===== config.mk =====
export PLATFORM = sky130hd
export DESIGN_NAME = ltgm_top
export DESIGN_NICKNAME = d
export VERILOG_FILES = /design/src/ltgm_top.v
export VERILOG_INCLUDE_DIRS = /design/src
export SDC_FILE = /design/constraint.sdc
export NUM_CORES = 2
export LEC_CHECK = 0
export ABC_AREA = 1
export BUFFER_PORTS_ARGS = -buffer_cell sky130_fd_sc_hd__buf_2
export CAP_MARGIN = 10
export CORE_AREA = 2 2 457 459
export DETAILED_ROUTE_END_ITERATION = 10
export DIE_AREA = 0 0 459 461
export PLACE_DENSITY_LB_ADDON = 0.1
export SLEW_MARGIN = 0
export SYNTH_ARGS = -nofsm -noshare
export SYNTH_HDL_FRONTEND = slang
export SYNTH_MEMORY_MAX_BITS = 65536
export SYNTH_SLANG_ARGS = --single-unit

===== constraint.sdc =====
create_clock -name ref_clk -period 18.1 [get_ports ref_clk]
set_input_delay 2.715 -clock ref_clk [delete_from_list [all_inputs] [get_ports ref_clk]]
set_output_delay 2.715 -clock ref_clk [all_outputs]
set_load 0.1 [all_outputs]

===== src/ltgm_defines.vh =====
// Constants shared by the link traffic generator and monitor
// Assumes inclusion by bare name from design files in the same folder
`ifndef LTGM_DEFINES_VH
`define LTGM_DEFINES_VH

// Packet count limits and the default count
`define LTGM_PKT_MIN       16'h0002
`define LTGM_PKT_MAX       16'hFFFE
`define LTGM_PKT_DEF       16'h0064

// Burst mode channel pair
`define LTGM_BURST_CHAN_A  11'h005
`define LTGM_BURST_CHAN_B  11'h00A

// Segmented bus shape
`define LTGM_NSEG          4
`define LTGM_SEG_DW        128
`define LTGM_CHAN_W        11
`define LTGM_PKT_W         16
`define LTGM_FIFO_DEPTH    8

// Clock plan figures in MHz and lane rates in Mb/s
`define LTGM_REF_CLK_MHZ   50
`define LTGM_LOW_RATE_MBPS 12500
`define LTGM_LBUS_CLK_MHZ  300
`define LTGM_CORE_LOW_MHZ  300
`define LTGM_CORE_HIGH_MHZ 412

// User input positions in the synchroniser vector
`define LTGM_UI_RESTART    0
`define LTGM_UI_REMOTE_AL  1
`define LTGM_UI_BURST      2
`define LTGM_UI_TX_ONLY    3
`define LTGM_UI_ERR_INJ    4
`define LTGM_UI_NUM        5

// Indicator positions in the output chain
`define LTGM_IND_DONE      0
`define LTGM_IND_FAIL      1
`define LTGM_IND_BUSY      2
`define LTGM_IND_LOCK      3
`define LTGM_IND_ALIGN     4
`define LTGM_IND_RX_BUSY   5
`define LTGM_IND_RX_ERR    6
`define LTGM_IND_RX_DONE   7
`define LTGM_IND_NUM       8

`endif


===== src/ltgm_top.v =====
// Traffic generator, checker and data FIFO for a packet link sanity test
// Assumes the link core shares ref_clk and speaks the segmented local bus
`timescale 1ns/1ps
`include "ltgm_defines.vh"

////////////////////////////////////////////////////////////////////////////////
// Synchronous FIFO with valid and ready on both sides
module ltgm_fifo #(
  parameter W  = 8,                          // Word width
  parameter D  = `LTGM_FIFO_DEPTH,           // Depth in words
  parameter AW = 3                           // Pointer width, 2**AW == D
) (
  input  wire          ref_clk,              // Clock
  input  wire          rst,                  // Async reset, high
  input  wire          clk_en,               // Freezes state when low
  input  wire          in_valid,             // Write request
  output wire          in_ready,             // Space available
  input  wire [W-1:0]  in_data,              // Write data
  output wire          out_valid,            // Data available
  input  wire          out_ready,            // Read request
  output wire [W-1:0]  out_data              // Head word
);
  reg  [W-1:0] mem_reg [0:D-1];              // Storage array
  reg  [AW:0]  wr_ptr_reg;                   // Write pointer with wrap bit
  reg  [AW:0]  rd_ptr_reg;                   // Read pointer with wrap bit
  wire         full;                         // All words used
  wire         empty;                        // No word held
  wire         push;                         // Write this cycle
  wire         pop;                          // Read this cycle

  assign full      = (wr_ptr_reg[AW] != rd_ptr_reg[AW]) &&
                     (wr_ptr_reg[AW-1:0] == rd_ptr_reg[AW-1:0]);
  assign empty     = (wr_ptr_reg == rd_ptr_reg);
  assign in_ready  = ~full;
  assign out_valid = ~empty;
  assign push      = in_valid & ~full & clk_en;
  assign pop       = out_ready & ~empty & clk_en;
  assign out_data  = mem_reg[rd_ptr_reg[AW-1:0]];

  // Pointer update
  always @(posedge ref_clk or posedge rst) begin
    if (rst) begin
      wr_ptr_reg <= {(AW+1){1'b0}};
      rd_ptr_reg <= {(AW+1){1'b0}};
    end else begin
      if (push) begin
        wr_ptr_reg <= wr_ptr_reg + 1'b1;
      end
      if (pop) begin
        rd_ptr_reg <= rd_ptr_reg + 1'b1;
      end
    end
  end

  // Storage write, no reset needed
  always @(posedge ref_clk) begin
    if (push) begin
      mem_reg[wr_ptr_reg[AW-1:0]] <= in_data;
    end
  end
endmodule // ltgm_fifo

////////////////////////////////////////////////////////////////////////////////
// Top: generator, checker, synchronisers and indicator chain
module ltgm_top #(
  parameter [15:0] PKT_COUNT = `LTGM_PKT_DEF, // Packets per run
  parameter        NSEG      = `LTGM_NSEG,    // Bus segments
  parameter        DW        = `LTGM_SEG_DW,  // Data bits per segment
  parameter        CW        = `LTGM_CHAN_W,  // Channel bits per segment
  parameter        SWAP_EN   = 0              // Reverse data bit order
) (
  input  wire               ref_clk,          // 50 MHz clock
  input  wire               rst,              // Async reset, high
  input  wire               clk_en,           // Freezes state when low
  input  wire               restart_in,       // User restart request
  input  wire               remote_aligned_in,// Remote receiver aligned
  input  wire               burst_mode_in,    // 1 burst, 0 packet mode
  input  wire               tx_only_in,       // Transmit-only operation
  input  wire               err_inject_in,    // User error injection request
  input  wire               gt_locked_in,     // Core transceiver lock
  input  wire               rx_aligned_in,    // Core receive alignment
  input  wire               tx_rdy_in,        // Core transmit ready
  input  wire               tx_ovf_in,        // Core transmit overflow
  input  wire               tx_unf_in,        // Core transmit underflow
  input  wire [NSEG-1:0]    rx_ena_in,        // Receive segment enables
  input  wire [NSEG-1:0]    rx_sop_in,        // Receive start markers
  input  wire [NSEG-1:0]    rx_eop_in,        // Receive end markers
  input  wire [NSEG-1:0]    rx_err_in,        // Receive error flags
  input  wire [NSEG*CW-1:0] rx_chan_in,       // Receive channels
  input  wire [NSEG*DW-1:0] rx_data_in,       // Receive data
  output reg  [NSEG-1:0]    tx_ena_out,       // Transmit segment enables
  output reg  [NSEG-1:0]    tx_sop_out,       // Transmit start markers
  output reg  [NSEG-1:0]    tx_eop_out,       // Transmit end markers
  output reg  [NSEG*CW-1:0] tx_chan_out,      // Transmit channels
  output reg  [NSEG*DW-1:0] tx_data_out,      // Transmit data
  output reg                inband_flow_control,    // In-band FC enable
  output reg                outofband_flow_control, // Out-of-band FC enable
  output reg                err_inject_out,   // Error injection pulse
  output wire               done_ind,         // All packets sent
  output wire               fail_ind,         // Core buffer error seen
  output wire               busy_ind,         // Generator active
  output wire               transceiver_lock_ind, // Transceiver locked
  output wire               aligned_ind,      // Receive aligned
  output wire               rx_busy_ind,      // Checker active
  output wire               rx_err_ind,       // Checker mismatch seen
  output wire               rx_done_ind       // All packets checked
);
  // Clock plan: at 12.5 Gb/s one 300 MHz clock serves core and bus
  // Above it the bus stays at 300 MHz and the core runs at 412 MHz
  localparam LBUS_MHZ = `LTGM_LBUS_CLK_MHZ;
  localparam CORE_MHZ_LOW  = `LTGM_CORE_LOW_MHZ;
  localparam CORE_MHZ_HIGH = `LTGM_CORE_HIGH_MHZ;

  // Effective count forced even and into range
  localparam [15:0] PKT_EVEN = {PKT_COUNT[15:1], 1'b0};
  localparam [15:0] TOTAL = (PKT_EVEN < `LTGM_PKT_MIN) ? `LTGM_PKT_MIN :
                            (PKT_EVEN > `LTGM_PKT_MAX) ? `LTGM_PKT_MAX : PKT_EVEN;
  localparam [15:0] NSEG16 = NSEG;
  localparam SW = DW + CW + 3;                // Segment slot width
  localparam WW = NSEG * SW;                  // FIFO word width
  localparam NU = `LTGM_UI_NUM;
  localparam NI = `LTGM_IND_NUM;

  // Generator and checker states
  localparam [1:0] G_IDLE = 2'h0;
  localparam [1:0] G_WAIT = 2'h1;
  localparam [1:0] G_SEND = 2'h2;
  localparam [1:0] G_DRAIN = 2'h3;
  localparam [1:0] C_IDLE = 2'h0;
  localparam [1:0] C_WAIT = 2'h1;
  localparam [1:0] C_RECV = 2'h2;

  //////////////////////////////////////////////////////////////////////////////
  // User input synchronisers: three flops, accept when last two agree
  wire [NU-1:0] ui_raw;                       // Raw user inputs
  reg  [NU-1:0] ui_s1_reg;                    // First stage
  reg  [NU-1:0] ui_s2_reg;                    // Second stage
  reg  [NU-1:0] ui_s3_reg;                    // Third stage
  reg  [NU-1:0] ui_reg;                       // Accepted levels
  reg  [NU-1:0] ui_prev_reg;                  // Previous accepted levels
  assign ui_raw = {err_inject_in, tx_only_in, burst_mode_in,
                   remote_aligned_in, restart_in};

  genvar g;
  generate
    for (g = 0; g < NU; g = g + 1) begin : g_ui
      // Per-input chain
      always @(posedge ref_clk or posedge rst) begin
        if (rst) begin
          ui_s1_reg[g]   <= 1'b0;
          ui_s2_reg[g]   <= 1'b0;
          ui_s3_reg[g]   <= 1'b0;
          ui_reg[g]      <= 1'b0;
          ui_prev_reg[g] <= 1'b0;
        end else if (clk_en) begin
          ui_s1_reg[g]   <= ui_raw[g];
          ui_s2_reg[g]   <= ui_s1_reg[g];
          ui_s3_reg[g]   <= ui_s2_reg[g];
          ui_prev_reg[g] <= ui_reg[g];
          if (ui_s2_reg[g] == ui_s3_reg[g]) begin
            ui_reg[g] <= ui_s3_reg[g];        // Stable value taken
          end
        end
      end
    end
  endgenerate

  wire restart_rise = ui_reg[`LTGM_UI_RESTART] & ~ui_prev_reg[`LTGM_UI_RESTART];
  wire inj_rise     = ui_reg[`LTGM_UI_ERR_INJ] & ~ui_prev_reg[`LTGM_UI_ERR_INJ];
  wire burst_mode   = ui_reg[`LTGM_UI_BURST];
  wire tx_only      = ui_reg[`LTGM_UI_TX_ONLY];

  //////////////////////////////////////////////////////////////////////////////
  // Generator and checker state
  reg  [1:0]  gen_state_reg;                  // Generator state
  reg  [15:0] gen_cnt_reg;                    // Packets queued so far
  reg         gen_arm_reg;                    // Start pending
  reg         done_reg;                       // Run complete
  reg         fail_reg;                       // Sticky buffer error
  reg  [1:0]  chk_state_reg;                  // Checker state
  reg  [15:0] chk_cnt_reg;                    // Packets checked so far
  reg         chk_arm_reg;                    // Start pending
  reg         chk_err_reg;                    // Sticky mismatch
  reg         chk_done_reg;                   // All packets checked
  wire        gen_busy = (gen_state_reg != G_IDLE);
  wire        chk_busy = (chk_state_reg != C_IDLE);
  wire        restart_ok = restart_rise & ~gen_busy & ~chk_busy;
  wire        link_ok;                        // Link ready to carry traffic
  wire [15:0] remain = TOTAL - gen_cnt_reg;   // Packets still to queue
  wire [15:0] n_this = (remain >= NSEG16) ? NSEG16 : remain;
  wire [WW-1:0] gen_word;                     // Beat built for the FIFO
  wire        fifo_in_ready;                  // FIFO space
  wire        fifo_out_valid;                 // FIFO holds a beat
  wire [WW-1:0] fifo_out_data;                // FIFO head beat
  wire        push = (gen_state_reg == G_SEND) & fifo_in_ready;

  // Transmit-only uses the remote alignment input instead of local
  assign link_ok = gt_locked_in &
                   (tx_only ? ui_reg[`LTGM_UI_REMOTE_AL] : rx_aligned_in);

  // Beat builder: one packet per segment so each segment carries both markers
  generate
    for (g = 0; g < NSEG; g = g + 1) begin : g_gen
      localparam [15:0] GI = g;               // Segment index at counter width
      wire [15:0]   idx = gen_cnt_reg + GI;
      wire [CW-1:0] chan_pkt = {{(CW-8){1'b0}}, idx[7:0]};
      wire [CW-1:0] chan_bst = idx[0] ? `LTGM_BURST_CHAN_B
                                      : `LTGM_BURST_CHAN_A;
      assign gen_word[g*SW +: SW] = {
        (GI < n_this),                        // Enable
        1'b1, 1'b1,                           // Start and end markers
        burst_mode ? chan_bst : chan_pkt,
        {(DW/`LTGM_PKT_W){idx}}};             // Payload from packet index
    end
  endgenerate

  // Generator state machine
  always @(posedge ref_clk or posedge rst) begin
    if (rst) begin
      gen_state_reg <= G_IDLE;
      gen_cnt_reg   <= 16'h0000;
      gen_arm_reg   <= 1'b1;
      done_reg      <= 1'b0;
      fail_reg      <= 1'b0;
    end else if (clk_en) begin
      if (restart_ok) begin
        gen_arm_reg <= 1'b1;
      end
      case (gen_state_reg)
        G_IDLE: begin
          if (gen_arm_reg) begin
            gen_arm_reg   <= 1'b0;
            gen_cnt_reg   <= 16'h0000;
            done_reg      <= 1'b0;
            fail_reg      <= 1'b0;
            gen_state_reg <= G_WAIT;
          end
        end
        G_WAIT: begin
          if (link_ok) begin
            gen_state_reg <= G_SEND;
          end
        end
        G_SEND: begin
          if (push) begin
            gen_cnt_reg <= gen_cnt_reg + n_this;
            if (n_this == remain) begin
              gen_state_reg <= G_DRAIN;
            end
          end
        end
        default: begin
          // Wait until every queued beat has gone to the core
          if (~fifo_out_valid) begin
            done_reg      <= 1'b1;
            gen_state_reg <= G_IDLE;
          end
        end
      endcase
      // Buffer error sets after any clear, so it wins
      if (tx_ovf_in | tx_unf_in) begin
        fail_reg <= 1'b1;
      end
    end
  end

  //////////////////////////////////////////////////////////////////////////////
  // Beat FIFO between generator and core
  ltgm_fifo #(
    .W  (WW),
    .D  (`LTGM_FIFO_DEPTH),
    .AW (3)
  ) u_fifo (
    .ref_clk   (ref_clk),
    .rst       (rst),
    .clk_en    (clk_en),
    .in_valid  (gen_state_reg == G_SEND),
    .in_ready  (fifo_in_ready),
    .in_data   (gen_word),
    .out_valid (fifo_out_valid),
    .out_ready (tx_rdy_in),
    .out_data  (fifo_out_data)
  );

  // Transmit output registers, enables low unless a beat moves
  integer b;
  always @(posedge ref_clk or posedge rst) begin
    if (rst) begin
      tx_ena_out  <= {NSEG{1'b0}};
      tx_sop_out  <= {NSEG{1'b0}};
      tx_eop_out  <= {NSEG{1'b0}};
      tx_chan_out <= {(NSEG*CW){1'b0}};
      tx_data_out <= {(NSEG*DW){1'b0}};
    end else if (clk_en) begin
      for (b = 0; b < NSEG; b = b + 1) begin
        // Enable only when a beat leaves while the core is ready
        tx_ena_out[b] <= fifo_out_valid & tx_rdy_in & fifo_out_data[b*SW+SW-1];
        if (fifo_out_valid & tx_rdy_in) begin
          tx_sop_out[b]          <= fifo_out_data[b*SW+SW-2];
          tx_eop_out[b]          <= fifo_out_data[b*SW+SW-3];
          tx_chan_out[b*CW +: CW] <= fifo_out_data[b*SW+DW +: CW];
          tx_data_out[b*DW +: DW] <= SWAP_EN ? bitrev(fifo_out_data[b*SW +: DW])
                                             : fifo_out_data[b*SW +: DW];
        end
      end
    end
  end

  // Bit order reversal of one segment
  function [DW-1:0] bitrev;
    input [DW-1:0] v;
    integer k;
    begin
      for (k = 0; k < DW; k = k + 1) begin
        bitrev[k] = v[DW-1-k];
      end
    end
  endfunction

  // Flow control enables follow sending, injection is a one-cycle pulse
  always @(posedge ref_clk or posedge rst) begin
    if (rst) begin
      inband_flow_control    <= 1'b0;
      outofband_flow_control <= 1'b0;
      err_inject_out         <= 1'b0;
    end else if (clk_en) begin
      inband_flow_control    <= (gen_state_reg == G_SEND);
      outofband_flow_control <= (gen_state_reg == G_SEND);
      err_inject_out         <= inj_rise & gen_busy;
    end
  end

  //////////////////////////////////////////////////////////////////////////////
  // Checker: per-segment compare against the expected packet
  wire [NSEG-1:0] seg_ok;                     // Segment passes or idle
  reg  [15:0]     rx_n;                       // Enabled segments this beat
  generate
    for (g = 0; g < NSEG; g = g + 1) begin : g_chk
      localparam [15:0] GI = g;               // Segment index at counter width
      wire [15:0]   eidx = chk_cnt_reg + GI;
      wire [CW-1:0] echan = burst_mode ?
                            (eidx[0] ? `LTGM_BURST_CHAN_B : `LTGM_BURST_CHAN_A) :
                            {{(CW-8){1'b0}}, eidx[7:0]};
      assign seg_ok[g] = ~rx_ena_in[g] |
                         (rx_sop_in[g] & rx_eop_in[g] & ~rx_err_in[g] &
                          (rx_chan_in[g*CW +: CW] == echan) &
                          (rx_data_in[g*DW +: DW] == {(DW/`LTGM_PKT_W){eidx}}));
    end
  endgenerate

  // Count of enabled segments
  integer j;
  always @* begin
    rx_n = 16'h0000;
    for (j = 0; j < NSEG; j = j + 1) begin
      rx_n = rx_n + {15'h0000, rx_ena_in[j]};
    end
  end

  // Checker state machine
  always @(posedge ref_clk or posedge rst) begin
    if (rst) begin
      chk_state_reg <= C_IDLE;
      chk_cnt_reg   <= 16'h0000;
      chk_arm_reg   <= 1'b1;
      chk_err_reg   <= 1'b0;
      chk_done_reg  <= 1'b0;
    end else if (clk_en) begin
      if (restart_ok) begin
        chk_arm_reg <= 1'b1;
      end
      case (chk_state_reg)
        C_IDLE: begin
          // Transmit-only leaves nothing to receive
          if (chk_arm_reg) begin
            chk_arm_reg   <= 1'b0;
            chk_cnt_reg   <= 16'h0000;
            chk_err_reg   <= 1'b0;
            chk_done_reg  <= 1'b0;
            chk_state_reg <= tx_only ? C_IDLE : C_WAIT;
          end
        end
        C_WAIT: begin
          if (gt_locked_in & rx_aligned_in) begin
            chk_state_reg <= C_RECV;
          end
        end
        C_RECV: begin
          if (|rx_ena_in) begin
            if (~&seg_ok) begin
              chk_err_reg <= 1'b1;
            end
            chk_cnt_reg <= chk_cnt_reg + rx_n;
            if (chk_cnt_reg + rx_n >= TOTAL) begin
              chk_done_reg  <= 1'b1;
              chk_state_reg <= C_IDLE;
            end
          end
        end
        default: begin
          chk_state_reg <= C_IDLE;
        end
      endcase
    end
  end

  //////////////////////////////////////////////////////////////////////////////
  // Indicator chain: three registers before each output
  wire [NI-1:0] ind_vec;                      // Indicator sources
  reg  [NI-1:0] ind_p1_reg;                   // Stage one
  reg  [NI-1:0] ind_p2_reg;                   // Stage two
  reg  [NI-1:0] ind_p3_reg;                   // Stage three, drives pins
  assign ind_vec = {chk_done_reg, chk_err_reg, chk_busy, rx_aligned_in,
                    gt_locked_in, gen_busy, fail_reg, done_reg};

  // Shift the chain
  always @(posedge ref_clk or posedge rst) begin
    if (rst) begin
      ind_p1_reg <= {NI{1'b0}};
      ind_p2_reg <= {NI{1'b0}};
      ind_p3_reg <= {NI{1'b0}};
    end else if (clk_en) begin
      ind_p1_reg <= ind_vec;
      ind_p2_reg <= ind_p1_reg;
      ind_p3_reg <= ind_p2_reg;
    end
  end

  assign done_ind             = ind_p3_reg[`LTGM_IND_DONE];
  assign fail_ind             = ind_p3_reg[`LTGM_IND_FAIL];
  assign busy_ind             = ind_p3_reg[`LTGM_IND_BUSY];
  assign transceiver_lock_ind = ind_p3_reg[`LTGM_IND_LOCK];
  assign aligned_ind          = ind_p3_reg[`LTGM_IND_ALIGN];
  assign rx_busy_ind          = ind_p3_reg[`LTGM_IND_RX_BUSY];
  assign rx_err_ind           = ind_p3_reg[`LTGM_IND_RX_ERR];
  assign rx_done_ind          = ind_p3_reg[`LTGM_IND_RX_DONE];
endmodule // ltgm_top


* Yosys cells after proc, flatten, opt, wreduce, memory -nomap -nowiden
Memories as Yosys holds them, arrays and structs flattened.
Cells that the tools add are included.
** Word-level totals
- Memories kept :: 1
- Output and inout port bits :: 579
- Bits of input ports :: 585
- Bits in registers :: 666
- Memory bits (writable) :: 4384
** Memory list
- u_fifo.mem_reg :: depth 8, bits a word 548, read ports 1, clocked after memory_dff 0, write ports 1, line ltgm_top.v:23 : reg [W-1:0] mem_reg [0:D-1];
** Cells by class
- Multiplexer cells :: 56
- Bitwise gates (word level) :: 51
- Equal/unequal tests :: 30
- Reduce and logical (&&, ||, !) cells :: 28
- Add/subtract/negate cells :: 14
- Magnitude comparators :: 6
** Operators with widths (number)
- 128-bit == test :: 4
- 16-bit two-way mux :: 5
- 16-bit by 2-bit adder with 16-bit output, second input constant :: 4
- 8-bit two-way mux :: 8
- 16-bit case mux with 2 select lines :: 2
- 11-bit by 8-bit == test with 1-bit output :: 4
- 16-bit by 1-bit adder with 16-bit output, second input constant :: 2
- 1-bit by 16-bit less-than comparator with 1-bit output, first input constant :: 2
- 2-bit by 16-bit less-than comparator with 1-bit output, first input constant :: 2
- 4-bit two-way mux :: 8
- 1-bit AND :: 31
- 1-bit two-way mux :: 19
- 2-bit two-way mux :: 9
- 2-bit != test, second input constant :: 9
- 16-bit adder :: 1
- 16-bit by 4-bit adder with 16-bit output :: 1
- 16-bit == test :: 1
- 16-bit by 3-bit greater-or-equal comparator with 1-bit output, second input constant :: 1
- 16-bit by 7-bit greater-or-equal comparator with 1-bit output, second input constant :: 1
- 4-bit AND reduction :: 4
- 7-bit by 16-bit subtractor with 16-bit output, first input constant :: 1
- 1-bit inverter :: 15
- 5-bit AND reduction :: 3
- 2-bit nonzero test :: 7
- other kinds (21) :: 41

* Logic depth before layout (Yosys ltp)
- Depth in word-level cells :: 11
- Gate-level depth with buffers :: 24

* Hierarchy
A second synthesis with hierarchy kept.
** Unflattened totals
- Cell total of the unflattened synthesis :: 17690
- Area total of the unflattened synthesis :: 208650.1 µm²
** By module, submodules not included
- ltgm_fifo :: instances 1, area an instance 174437.3 µm², sequential area each 136651.1 µm², cells each 12906
- ltgm_top :: instances 1, area an instance 34212.8 µm², sequential area each 16468.3 µm², cells each 4784

* Worst setup path before layout
Ideal clock, no wire load.
- Path kind :: input -> register
- Start point :: in clk_en
- End point :: mem u_fifo.mem_reg[0][113] (netlist name), enable pin
- Arrival time :: 7501 ps
- Slack :: 10047 ps
- Cell stages on the path :: 6
- Required time :: 17549 ps
- Setup time :: 551 ps
- Path through :: clkbuf_1 > nand2_1 > inv_1 > nand2_1 > or2_2 > nor2_1
** Between the ends
- Cells in the longest elaborated chain, start to end :: 3
** Ends and longest elaborated chain
- start, declared :: line ltgm_top.v:74 : input wire clk_en,
- 1-bit AND :: line ltgm_top.v:36 : assign push = in_valid & ~full & clk_en;
- 1-bit two-way mux :: line ltgm_top.v:57 : if (push) begin
- 1-bit two-way mux (not written as such) :: line ltgm_top.v:58 : mem_reg[wr_ptr_reg[AW-1:0]] <= in_data;
- end, declared :: line ltgm_top.v:23
No other way between the ends.

* Worst setup path after layout
- Start point :: in clk_en
- End point :: mem u_fifo.mem_reg[5][120] (netlist name), enable pin
The elaborated chain is that of the path after synthesis.

==> impl_metrics.csv <==
group,metric,value,unit
outcome,status,"complete, no violations",
placed_design,port-buffer-count,1151,
synth,synthXorXnorAreaFrac,0.0205,
timing,worst_pin_slew,1.12,ns
clock_network,post_cts_resized,0,
global_route,grt_max_degree,128,
clock_network,post_cts.repair.setup_buffers,0,
critical_path,crit_fanout,48,
finish,layout_commonest_cell,"buf_2",
synth,synth_flop_cell,"edfxtp_1",
synth,synth_top_cell_by_area,"edfxtp_1",
timing,tns,0,ns
synth,syn_inst,5470,
clock_network,cts-hold-fix-buffers,0,
detailed_routing,drc,0,
placed_design,dp.cells,8702,
timing,slew_headroom,0.244,
clock_network,clk_latency,0.74,ns
synth,synth_fa_ha_area_frac,0.00606,
synth,ys_types,60,
finish,multiInputGateArea,17000,sq um
floorplan,row_count,167,
timing,drv_slew,0,
critical_path,required,18.43,ns
synth,synth_top_area_share,0.450,
power,leakagePower,25.7,nW
placed_design,dp_hpwl,161000,um
job,maxCapViolCount,0,
clock_network,clk_path_buf_depth,3,
power,power,12.8,mW
synth,synth_compound_area_frac,0.100,
clock_network,numClockSinks,963,
timing,fin_crit_sh,0.306,
timing,fin_skew,0.0500,ns
finish,largest_reg_flops,768,
clock_network,cts_made_buffers,113,
placed_design,place_congestion,0.965,
detailed_routing,vias,40600,
global_route,grt_pass1_wl,302000,um
critical_path,crit_type,"input pin to register",
finish,final.fill_count,22000,
global_route,grt_pass1_vias,38200,
synth,synth_mux_area_frac,0.0375,
finish,regArea,28000,sq um
finish,drive_gt1_frac,0.235,
synth,yosys-top-cells-area,"edfxtp_1 (45%), dfrtp_1 (9.4%), nand2_1 (8.3%)",
detailed_routing,finalWirelength,222000,um
finish,fin_cells,8955,
timing,hold_ws,0.454,ns
synth,ys_async_sr_fraction,0.202,
finish,area_growth,18.0,%
floorplan,core_area,206000,sq um
hold_path,min_path_type,"register to register",
floorplan,fp.dieH,461,um
timing,setup_viol,0,
finish,fin_util,0.293,
global_route,grt_antenna_before_repair,90,
critical_path,cp-end-kind,"register",
synth,ys_seq_area_frac,0.546,
clock_network,clk_pin_slew,0.06,ns
detailed_routing,vias_per_cell,4.53,
floorplan,initial_core_util,0.248,
synth,syn_area,51200,sq um
timing,hold_viol,0,
timing,rsz0062_at_grt,"no",
clock_network,cts_tree,"built",
synth,yosys_warnings,0,
power,p_per_area,212,nW/um^2
global_route,overflow,0,
finish,final_nets,6721,
synth,synth_top_family_by_area,"simple AND/OR/NAND/NOR gates",
synth,avgSynthCellArea,9.36,sq um
floorplan,io_pins,1164,
floorplan,die-width,459,um
global_route,grt_use_total,0.201,
clock_network,htree_levels,3,
finish,final_cell_mix,"buf_2 (1151), nand2_1 (1127), edfxtp_1 (768), o21ai_0 (538), inv_1 (482)",
synth,synth-simple-area-share,0.165,
synth,synth_edf_count,768,
clock_network,cts_root_buffer,"clkbuf_16",
detailed_routing,drtPass1Iterations,7,
detailed_routing,antenna_left,0,
synth,ys_ff_latch,963,
power,vdd_drop_max,0.450,mV
detailed_routing,initialDrtViolationCount,2623,
floorplan,die_area,212000,sq um
timing,max_freq,0.181,GHz
critical_path,critPathLaunchType,"input pin",
detailed_routing,wl_per_cell,24.8,um
critical_path,crit_arrival,5.86,ns
timing,min_period,5.53,ns
==> cell usage after synthesis, types with 2 or more instances <==
master / n
a211oi_1: 8
a21boi_0: 3
a21oi_1: 230
a221oi_1: 4
a31oi_1: 92
and3_1: 3
buf_1: 14
buf_2: 34
buf_4: 481
buf_6: 2
clkbuf_1: 161
clkinv_1: 10
dfrtp_1: 193
dfstp_2: 2
edfxtp_1: 768
fa_1: 3
ha_1: 20
inv_1: 484
inv_2: 9
mux2i_1: 192
nand2_1: 1127
nand2_2: 17
nand3_1: 230
nand3b_1: 33
nand4_1: 67
nand4_2: 3
nor2_1: 444
nor2_2: 5
nor2_4: 6
nor3_1: 37
nor3b_1: 2
nor4_1: 16
o2111ai_1: 13
o211ai_1: 9
o21ai_0: 538
o21ai_1: 6
o21ai_2: 2
o21bai_1: 3
o22ai_1: 36
o31ai_1: 9
or2_1: 2
or2_2: 21
xnor2_1: 19
xor2_1: 96
==> cell type report <==
class | instances | share of cell area
Antenna cell | 39 | 0.00162
Clock buffer | 159 | 0.0515
Clock inverter | 55 | 0.0105
Inverter | 503 | 0.0315
Multi-Input combinational cell | 3324 | 0.282
Sequential cell | 963 | 0.463
Tap cell | 2704 | 0.0560
Timing Repair Buffer | 1208 | 0.104
==> worst max-delay path: stages <==
cell	delay [ns]
buf_2	0.08
buf_4	0.40
nand2_1	0.14
inv_1	0.08
nand2_1	0.08
inv_1	0.11
nand2_1	0.23
nor2_4	0.50
buf_4	0.74
buf_4	0.68
==> final timing paths <==
| path | start | end | slack, ns | depth (start not counted) |
|---|---|---|---|---|
| min in group asynchronous | rst | tx_chan_out[6] | 2.14 | 2 |
| setup reg to reg | chk_cnt_reg[1] | chk_err_reg | 12.61 | 19 |
| hold / removal | ui_prev_reg[4] | err_inject_out | 0.45 | 1 |
| setup / recovery | clk_en | u_fifo.mem_reg[5][120] | 12.57 | 10 |
| hold reg to reg | ui_prev_reg[4] | err_inject_out | 0.45 | 1 |
| max in group asynchronous | rst | u_fifo.rd_ptr_reg[0] | 14.38 | 3 |
==> metal layers <==
metal	routed length, um	global-route usage
met1	85600	0.230
met2	114000	0.361
met3	9540	0.0268
met4	12700	0.112
met5	89	0
==> metrics by stage <==
| stage | cell area, sq um | worst slack (ns) |
|---|---|---|
| 2_1_floorplan | 51200 | 10.05 |
| 3_3_place_gp | 56500 | 11.73 |
| 3_5_place_dp | 56500 | 11.71 |
| 4_1_cts | 60300 | 12.48 |
| 5_1_grt | 60400 | 12.30 |
| 6_report | 60400 | 12.57 |
==> kinds of logic (layout without fill, tap and decap cells) <==
group                      count (synthesis)  count (layout)
and+or+nand+nor                         2019            2019
buffers and inverters                   1196            1925
DFF                                      963             963
AOI/OAI and AO/OA                        959             959
muxes                                    192             192
xor gates and xnor gates                 117             117
adders and majority gates                 23              23
other                                      1              53
==> report_power, final <==
group	total [mW]	internal [mW]	switching (mW)
Sequential	3.07	2.68	0.389
Clock	2.31	1.36	0.953
Combinational	7.44	1.06	6.37
Total	12.8	5.10	7.72
No activity file was read; power rests on OpenSTA's default activity.
